$ cat src/include/timer_pair_consts.svh
// Offsets, pages, field positions and timing counts for the timer pair.
`ifndef TIMER_PAIR_CONSTS_SVH
`define TIMER_PAIR_CONSTS_SVH
`define TP_ADDR_CONTROL 8'hC8
`define TP_ADDR_RELOAD_LOW 8'hCA
`define TP_ADDR_RELOAD_HIGH 8'hCB
`define TP_ADDR_COUNT_LOW 8'hCC
`define TP_ADDR_COUNT_HIGH 8'hCD
`define TP_PAGE_TIMER_A 4'h3
`define TP_PAGE_TIMER_B 4'h4
`define TP_BIT_FLAG 7
`define TP_BIT_RESERVED 6
`define TP_BITS_CLOCK_SEL 5:4
`define TP_BIT_IRQ_ENABLE 3
`define TP_BIT_RUN 2
`define TP_BITS_GATE_SEL 1:0
`define TP_CONTROL_RESET 8'h00
`define TP_BYTE_RESET 8'h00
`define TP_COUNT_RESET 16'h0000
`define TP_COUNT_MAX 16'hFFFF
`define TP_DIV12_LAST 4'hB
`define TP_DIV12_RESET 4'h0
`define TP_SYNC_WIDTH 7
`define TP_IN_PIN_A 0
`define TP_IN_PIN_B 1
`define TP_IN_IRQ0 2
`define TP_IN_IRQ1 3
`define TP_IN_IRQ2 4
`define TP_IN_EXI2 5
`define TP_IN_EXI3 6
`endif

$ cat src/include/timer_pair_pkg.sv
// Types shared by the timer pair: clock and gate selector encodings.
`default_nettype none
package timer_pair_pkg;
  typedef enum logic [1:0] {
    CLK_DIV12 = 2'b00,
    CLK_PIN = 2'b01,
    CLK_SYSTEM = 2'b10,
    CLK_EXT_SEL = 2'b11
  } clock_sel_e;
  typedef enum logic [1:0] {
    GATE_NONE = 2'b00,
    GATE_IRQ_LOW = 2'b01,
    GATE_IRQ2_LOW = 2'b10,
    GATE_EXT_SEL = 2'b11
  } gate_sel_e;
endpackage : timer_pair_pkg
`default_nettype wire

$ cat src/logic/timer_count_unit.sv
// One 16-bit auto-reload counter with byte-wide count and reload registers.
`include "timer_pair_consts.svh"
`default_nettype none
module timer_count_unit
  import timer_pair_pkg::*;
(
  input wire logic clk_sys,
  input wire logic srst,
  input wire logic count_tick,
  input wire logic dma_enable,
  input wire logic dma_step,
  input wire logic dma_reload,
  input wire logic wr_count_low,
  input wire logic wr_count_high,
  input wire logic wr_reload_low,
  input wire logic wr_reload_high,
  input wire logic [7:0] wdata,
  output logic [15:0] count,
  output logic [15:0] reload,
  output logic overflow
);
  logic [15:0] next_count;
  logic [15:0] next_reload;
  logic next_overflow;
  logic advance;

  // Timer ticks count only with DMA off; DMA steps count only with DMA on.
  always_comb begin
    advance = dma_enable ? dma_step : count_tick;
    next_count = count;
    next_reload = reload;
    next_overflow = 1'b0;
    if (advance) begin
      if (count == `TP_COUNT_MAX) begin
        next_count = reload;
        next_overflow = 1'b1;
      end else begin
        next_count = count + 16'h0001;
      end
    end
    // A loop restart from the DMA engine brings back the base value.
    if (dma_enable && dma_reload) begin
      next_count = reload;
    end
    // Software writes win over a tick in the same cycle, so the written
    // byte is never half overwritten by a carry.
    if (wr_count_low) begin
      next_count[7:0] = wdata;
    end
    if (wr_count_high) begin
      next_count[15:8] = wdata;
    end
    if (wr_reload_low) begin
      next_reload[7:0] = wdata;
    end
    if (wr_reload_high) begin
      next_reload[15:8] = wdata;
    end
  end

  // Register stage; everything clears to zero.
  always_ff @(posedge clk_sys) begin
    if (srst) begin
      count <= `TP_COUNT_RESET;
      reload <= `TP_COUNT_RESET;
      overflow <= 1'b0;
    end else begin
      count <= next_count;
      reload <= next_reload;
      overflow <= next_overflow;
    end
  end
endmodule : timer_count_unit
`default_nettype wire

$ cat src/logic/dma_companion_timer_pair.sv
// Two byte-programmed timer/counters that also hold DMA count and address.
`include "timer_pair_consts.svh"
`default_nettype none
module dma_companion_timer_pair
  import timer_pair_pkg::*;
(
  input wire logic clk_sys,
  input wire logic srst,
  input wire logic [3:0] sfr_page,
  input wire logic [7:0] sfr_addr,
  input wire logic sfr_wr,
  input wire logic sfr_rd,
  input wire logic [7:0] sfr_wdata,
  output logic [7:0] sfr_rdata,
  input wire logic timer_a_pin,
  input wire logic timer_b_pin,
  input wire logic ext_irq0_event,
  input wire logic ext_irq1_event,
  input wire logic ext_irq2_event,
  input wire logic timer2_ext_input_sel,
  input wire logic timer3_ext_input_sel,
  input wire logic dma_enable,
  input wire logic dma_step_count,
  input wire logic dma_step_address,
  input wire logic dma_reload,
  output logic [15:0] transfer_count,
  output logic [15:0] memory_address,
  output logic dma_irq
);
  logic [`TP_SYNC_WIDTH-1:0] raw_in;
  logic [`TP_SYNC_WIDTH-1:0] sync_first;
  logic [`TP_SYNC_WIDTH-1:0] sync_level;
  logic [`TP_SYNC_WIDTH-1:0] sync_prev;
  logic [`TP_SYNC_WIDTH-1:0] falling;
  logic [3:0] div_count;
  logic [3:0] next_div_count;
  logic div_tick;
  logic next_div_tick;
  logic [7:0] timer_a_control;
  logic [7:0] timer_b_control;
  logic [7:0] control [2];
  logic [7:0] next_control [2];
  logic [15:0] count [2];
  logic [15:0] reload [2];
  logic [1:0] overflow;
  logic [1:0] count_tick;
  logic [1:0] page_hit;
  logic [1:0] dma_step;
  logic [7:0] next_rdata;
  logic next_irq;

  assign raw_in = {timer3_ext_input_sel, timer2_ext_input_sel,
                   ext_irq2_event, ext_irq1_event, ext_irq0_event,
                   timer_b_pin, timer_a_pin};
  assign dma_step = {dma_step_address, dma_step_count};
  assign timer_a_control = control[0];
  assign timer_b_control = control[1];
  assign page_hit[0] = (sfr_page == `TP_PAGE_TIMER_A);
  assign page_hit[1] = (sfr_page == `TP_PAGE_TIMER_B);

  // Two-stage synchronisers plus one history stage for edge detection.
  // Only the second stage and later are looked at by any logic.
  genvar gi;
  generate
    for (gi = 0; gi < `TP_SYNC_WIDTH; gi++) begin : g_sync
      always_ff @(posedge clk_sys) begin
        if (srst) begin
          sync_first[gi] <= 1'b0;
          sync_level[gi] <= 1'b0;
          sync_prev[gi] <= 1'b0;
        end else begin
          sync_first[gi] <= raw_in[gi];
          sync_level[gi] <= sync_first[gi];
          sync_prev[gi] <= sync_level[gi];
        end
      end
      assign falling[gi] = sync_prev[gi] & ~sync_level[gi];
    end
  endgenerate

  // Shared divide-by-12 prescaler; one pulse every twelve system clocks.
  always_comb begin
    next_div_count = div_count + 4'h1;
    next_div_tick = 1'b0;
    if (div_count == `TP_DIV12_LAST) begin
      next_div_count = `TP_DIV12_RESET;
      next_div_tick = 1'b1;
    end
  end

  always_ff @(posedge clk_sys) begin
    if (srst) begin
      div_count <= `TP_DIV12_RESET;
      div_tick <= 1'b0;
    end else begin
      div_count <= next_div_count;
      div_tick <= next_div_tick;
    end
  end

  // Per-timer clock selection, gating, control register and counter.
  // Index 0 is the transfer-count timer, index 1 the address timer.
  generate
    for (gi = 0; gi < 2; gi++) begin : g_timer
      localparam int PIN_IDX = (gi == 0) ? `TP_IN_PIN_A : `TP_IN_PIN_B;
      localparam int CLK_EXT = (gi == 0) ? `TP_IN_EXI2 : `TP_IN_EXI3;
      localparam int GATE_IRQ = (gi == 0) ? `TP_IN_IRQ0 : `TP_IN_IRQ1;
      localparam int GATE_EXT = (gi == 0) ? `TP_IN_EXI3 : `TP_IN_EXI2;
      logic source_pulse;
      logic gate_open;
      logic wr_hit;

      // Clock source: a pulse of the chosen rate or edge.
      always_comb begin
        unique case (clock_sel_e'(control[gi][`TP_BITS_CLOCK_SEL]))
          CLK_DIV12: source_pulse = div_tick;
          CLK_PIN: source_pulse = falling[PIN_IDX];
          CLK_SYSTEM: source_pulse = 1'b1;
          CLK_EXT_SEL: source_pulse = falling[CLK_EXT];
        endcase
      end

      // Gate: the interrupt events gate in their inverted sense.
      always_comb begin
        unique case (gate_sel_e'(control[gi][`TP_BITS_GATE_SEL]))
          GATE_NONE: gate_open = 1'b1;
          GATE_IRQ_LOW: gate_open = ~sync_level[GATE_IRQ];
          GATE_IRQ2_LOW: gate_open = ~sync_level[`TP_IN_IRQ2];
          GATE_EXT_SEL: gate_open = sync_level[GATE_EXT];
        endcase
      end

      assign count_tick[gi] = control[gi][`TP_BIT_RUN] & gate_open
                              & source_pulse;
      assign wr_hit = sfr_wr & page_hit[gi];

      // Control register. An overflow in the cycle of a software write
      // still sets the flag, so no event is lost to a clear.
      always_comb begin
        next_control[gi] = control[gi];
        if (wr_hit && sfr_addr == `TP_ADDR_CONTROL) begin
          next_control[gi] = sfr_wdata;
          next_control[gi][`TP_BIT_RESERVED] = 1'b0;
        end
        if (overflow[gi]) begin
          next_control[gi][`TP_BIT_FLAG] = 1'b1;
        end
      end

      always_ff @(posedge clk_sys) begin
        if (srst) begin
          control[gi] <= `TP_CONTROL_RESET;
        end else begin
          control[gi] <= next_control[gi];
        end
      end

      timer_count_unit u_count (
        .clk_sys(clk_sys),
        .srst(srst),
        .count_tick(count_tick[gi]),
        .dma_enable(dma_enable),
        .dma_step(dma_step[gi]),
        .dma_reload(dma_reload),
        .wr_count_low(wr_hit && sfr_addr == `TP_ADDR_COUNT_LOW),
        .wr_count_high(wr_hit && sfr_addr == `TP_ADDR_COUNT_HIGH),
        .wr_reload_low(wr_hit && sfr_addr == `TP_ADDR_RELOAD_LOW),
        .wr_reload_high(wr_hit && sfr_addr == `TP_ADDR_RELOAD_HIGH),
        .wdata(sfr_wdata),
        .count(count[gi]),
        .reload(reload[gi]),
        .overflow(overflow[gi])
      );
    end
  endgenerate

  // The count flops feed the DMA engine directly as transfer count and
  // memory address; the base values stay in the reload bytes.
  assign transfer_count = count[0];
  assign memory_address = count[1];

  // Read mux: one page selects the timer, unmapped reads return zero.
  always_comb begin
    next_rdata = sfr_rdata;
    if (sfr_rd) begin
      next_rdata = 8'h00;
      for (int t = 0; t < 2; t++) begin
        if (page_hit[t]) begin
          unique case (sfr_addr)
            `TP_ADDR_CONTROL: next_rdata = control[t];
            `TP_ADDR_RELOAD_LOW: next_rdata = reload[t][7:0];
            `TP_ADDR_RELOAD_HIGH: next_rdata = reload[t][15:8];
            `TP_ADDR_COUNT_LOW: next_rdata = count[t][7:0];
            `TP_ADDR_COUNT_HIGH: next_rdata = count[t][15:8];
            default: next_rdata = 8'h00;
          endcase
        end
      end
    end
  end

  // Shared interrupt line. Software must keep the enables clear while a
  // DMA runs, since the line cannot tell DMA wraps from timer wraps.
  always_comb begin
    next_irq = (timer_a_control[`TP_BIT_FLAG]
                & timer_a_control[`TP_BIT_IRQ_ENABLE])
             | (timer_b_control[`TP_BIT_FLAG]
                & timer_b_control[`TP_BIT_IRQ_ENABLE]);
  end

  always_ff @(posedge clk_sys) begin
    if (srst) begin
      sfr_rdata <= `TP_BYTE_RESET;
      dma_irq <= 1'b0;
    end else begin
      sfr_rdata <= next_rdata;
      dma_irq <= next_irq;
    end
  end
endmodule : dma_companion_timer_pair
`default_nettype wire

$ cat config.mk
export PLATFORM = sky130hd
export DESIGN_NAME = dma_companion_timer_pair
export DESIGN_NICKNAME = d
export VERILOG_FILES = /design/src/include/timer_pair_pkg.sv /design/src/logic/timer_count_unit.sv /design/src/logic/dma_companion_timer_pair.sv
export VERILOG_INCLUDE_DIRS = /design/src /design/src/include
export SDC_FILE = /design/constraint.sdc
export NUM_CORES = 1
export LEC_CHECK = 0
export ABC_AREA = 1
export BUFFER_PORTS_ARGS = -buffer_cell sky130_fd_sc_hd__buf_2
export CORE_MARGIN = 1
export CORE_UTILIZATION = 60
export DETAILED_ROUTE_END_ITERATION = 16
export PLACE_DENSITY = 0.92
export SYNTH_ARGS = -nofsm -noshare
export SYNTH_HDL_FRONTEND = slang
export SYNTH_SLANG_ARGS = --single-unit
$ cat constraint.sdc
create_clock -name clk_sys -period 3.3 [get_ports clk_sys]
set_input_delay 0.33 -clock clk_sys [delete_from_list [all_inputs] [get_ports clk_sys]]
set_output_delay 0.33 -clock clk_sys [all_outputs]
set_load 0.02 [all_outputs]
==> impl_metrics.yaml <==
clock_network:
  cts_tree: "yes"
  insertion_delay_ps: 400
  cts_resized: 0
  path_clk_slew_ps: 110
  h-tree-depth: 3
  cts_root_buf: "clkbuf_8"
  cts_setup_buffers: 0
  numCtsBuffers: 9
  clockBufferDepth: 2
  clock-sinks: 112
  ctsHoldBuffers: 0
grt:
  grt_overflow: 0
  grt_max_degree: 62
  antenna_found_initial: 0
  grt_pass1_wl_mm: 31.0
  grt_pass1_vias: 6398
  grt_use_total_pct: 35.2
routing:
  dr.pass1.iters: 7
  top_layer: "met4"
  wl_per_cell_um: 15.6
  wl_met1_mm: 7.75
  via_per_inst: 5.71
  drt_iter0_drc: 881
  ant_nets: 0
  wl_met3_mm: 2.33
  route.met2.wl_mm: 8.56
  vias: 7063
  wl_mm: 19.3
  drc: 0
logic_synthesis:
  netlist_instances: 1043
  ys_seq_area_share_pct: 34.3
  synth_area_leaders: "dfxtp_1, nand2_1, nor2_1"
  syn_avg_cell_area_um2: 6.27
  synth_top_area_cell: "dfxtp_1"
  synth_edf_count: 0
  yosys_warnings: 0
  synth.distinct_cells: 36
  synth.most_common_cell: "nand2_1"
  ys_seq_elements: 112
  syn_area_um2: 6540
  netlist.area_leader.share_pct: 34.3
  synthesis.nets: 1081
  async_flop_share_pct: 0
  netlist_top_cells_count: "nand2_1, nor2_1, inv_1, dfxtp_1, nand3_1"
  synth_ff_type: "dfxtp_1"
setup_path:
  crit_fanout: 20
  startpoint: "g_timer[1].u_count.count[0]"
  r2r-end: "g_timer[1].u_count.count[4]"
  worstPathRequired_ps: 3560
  rr_startpoint: "g_timer[1].u_count.count[0]"
  reg2reg_slack_ps: 890
  endpoint: "g_timer[1].u_count.count[4]"
  critPathArrivalTime_ps: 2670
  critPathKind: "reg -> reg"
  cp-start-kind: "flop"
  end_kind: "flop"
  rr_worst_depth: 10
die:
  rows: 37
  io_pins: 76
  start_util_pct: 62.5
  die_h_um: 106
  coreArea_um2: 10500
  dieArea_um2: 11300
  fp.dieW_um: 106
place:
  dpl_worst_slack_ps: 1000
  hpwl_mm: 13.8
  portBuffers: 75
  place_congestion: 0.963
timing:
  hold_viol_final: 0
  finalWorstSetupSlack_ps: 888
  relSlewSlack_pct: 49.9
  timing.final.crit_share_pct: 73.1
  period_minus_slack_ps: 2410
  fmax_ghz: 0.415
  worst_pin_slew_ps: 749
  rsz0062_at_grt: "false"
  setup_viol: 0
  finalMaxSlewViolations: 0
  finClkSkew_ps: 14.5
  tns_ps: 0
cells_and_area:
  area_delta_synth_final_pct: 8.84
  antenna_cells: 0
  finish.utilization_pct: 68.0
  nets: 1135
  final_layout_size_suffix_gt1_share_pct: 12.7
pwr:
  leakagePower_nw: 3.25
  switchingPower_mw: 0.778
  comb_power_share_pct: 12.7
  p_int_mw: 1.85
  clkPwrFrac_pct: 32.9
  power_density_nw_per_um2: 370
  ir_worst_vdd_uv: 391
  power.share.sequential_pct: 54.4
  switching_share_pct: 29.6
flow_run:
  max_cap_violations: 0
worst_hold_path:
  hold_class: "in -> reg"
outcome:
  outcome: "finished clean"
through the flow:
| stage | hold WS, ps | instance area, um^2 | total power, mW | std cells |
|---|---|---|---|---|
| finish | 136 | 7120 | 2.63 | 1238 |
| global route | 111 | 7120 | 2.73 | 1238 |
| CTS | 126 | 7120 | 2.63 | 1238 |
| detailed placement | 398 | 6910 | 1.79 | 1222 |
| global placement | 389 | 6910 | 1.78 | 1222 |
| floorplan | 388 | 6540 | 1.67 | 1043 |
power by group through the flow:
| stage | combinational (mW) | sequential [mW] | clock [mW] |
|---|---|---|---|
| after floorplan | 0.194 | 1.48 | 0 |
| after global placement | 0.320 | 1.46 | 0 |
| after detailed placement | 0.326 | 1.46 | 0 |
| after CTS | 0.328 | 1.43 | 0.868 |
| after global routing | 0.368 | 1.44 | 0.928 |
| final | 0.334 | 1.43 | 0.866 |
how the worst min path moves through the flow:
| stage | slack (ps) | start | endpoint | depth (start not counted) |
|---|---|---|---|---|
| floorplan | 390 | sync_first[0] | sync_level[0] | 2 |
| global placement | 390 | sync_first[4] | sync_level[4] | 2 |
| detailed placement | 400 | sync_first[2] | sync_level[2] | 2 |
| CTS | 130 | timer_b_pin | sync_first[1] | 3 |
| global route | 110 | timer_b_pin | sync_first[1] | 3 |
| finish | 140 | timer_b_pin | sync_first[1] | 3 |
metal layers:
| layer | global-route usage [%] | up-vias |
|---|---|---|
| met5 | 0 | - |
| met4 | 14.7 | 0 |
| met3 | 9.44 | 60 |
| met2 | 54.8 | 424 |
| met1 | 45.9 | 3162 |
| li1 | - | 3417 |
registers in the layout (all words and copies together), names as in the netlist:
| register | flops |
|---|---|
| div_count | 4 |
| sync_level | 7 |
| dma_irq | 1 |
| sfr_rdata | 8 |
| g_timer.u_count.overflow | 2 |
| g_timer.u_count.count | 32 |
| sync_first | 7 |
| div_tick | 1 |
| control | 14 |
| g_timer.u_count.reload | 32 |
| sync_prev | 4 |
kinds of logic after synthesis:
kind of cell	count (synthesis)	synth area share (%)
buf+inv	158	10.1
fa+ha+maj	3	0.574
simple gates	598	40.6
compound gates	159	12.7
xor+xnor	13	1.74
flops	112	34.3
final cells by class:
cell class,count,area [um^2]
Timing Repair Buffer,79,405
Clock buffer,10,128
Sequential cell,112,2240
Inverter,122,460
Multi-Input combinational cell,773,3630
Tap cell,136,170
Fill cell,956,3350
Clock inverter,6,76.3
placed cells by master (no fill, tap or decap), drive strengths merged:
cell type	n
o21ai	83
o211ai	1
bufinv	1
o21bai	11
nor2	192
dfxtp	112
a21oi	62
ha	3
nand3b	2
or2	3
nand4	19
buf	79
a211oi	2
nand3	91
clkbuf	10
nor3	6
xnor2	3
clkinv	3
xor2	10
clkinvlp	1
nor4	1
nand2	284
inv	123
critical path, stage by stage (launching register included):
cell and delay (ps):
dfxtp_1 440, ha_1 200, nand2_1 150, nor2_4 220
nand4_2 180, nand2_1 610, inv_4 110, nor2_1 140
nor2_1 60, nor2_1 120, nor2_1 50
(Power assumes the default switching activity.)
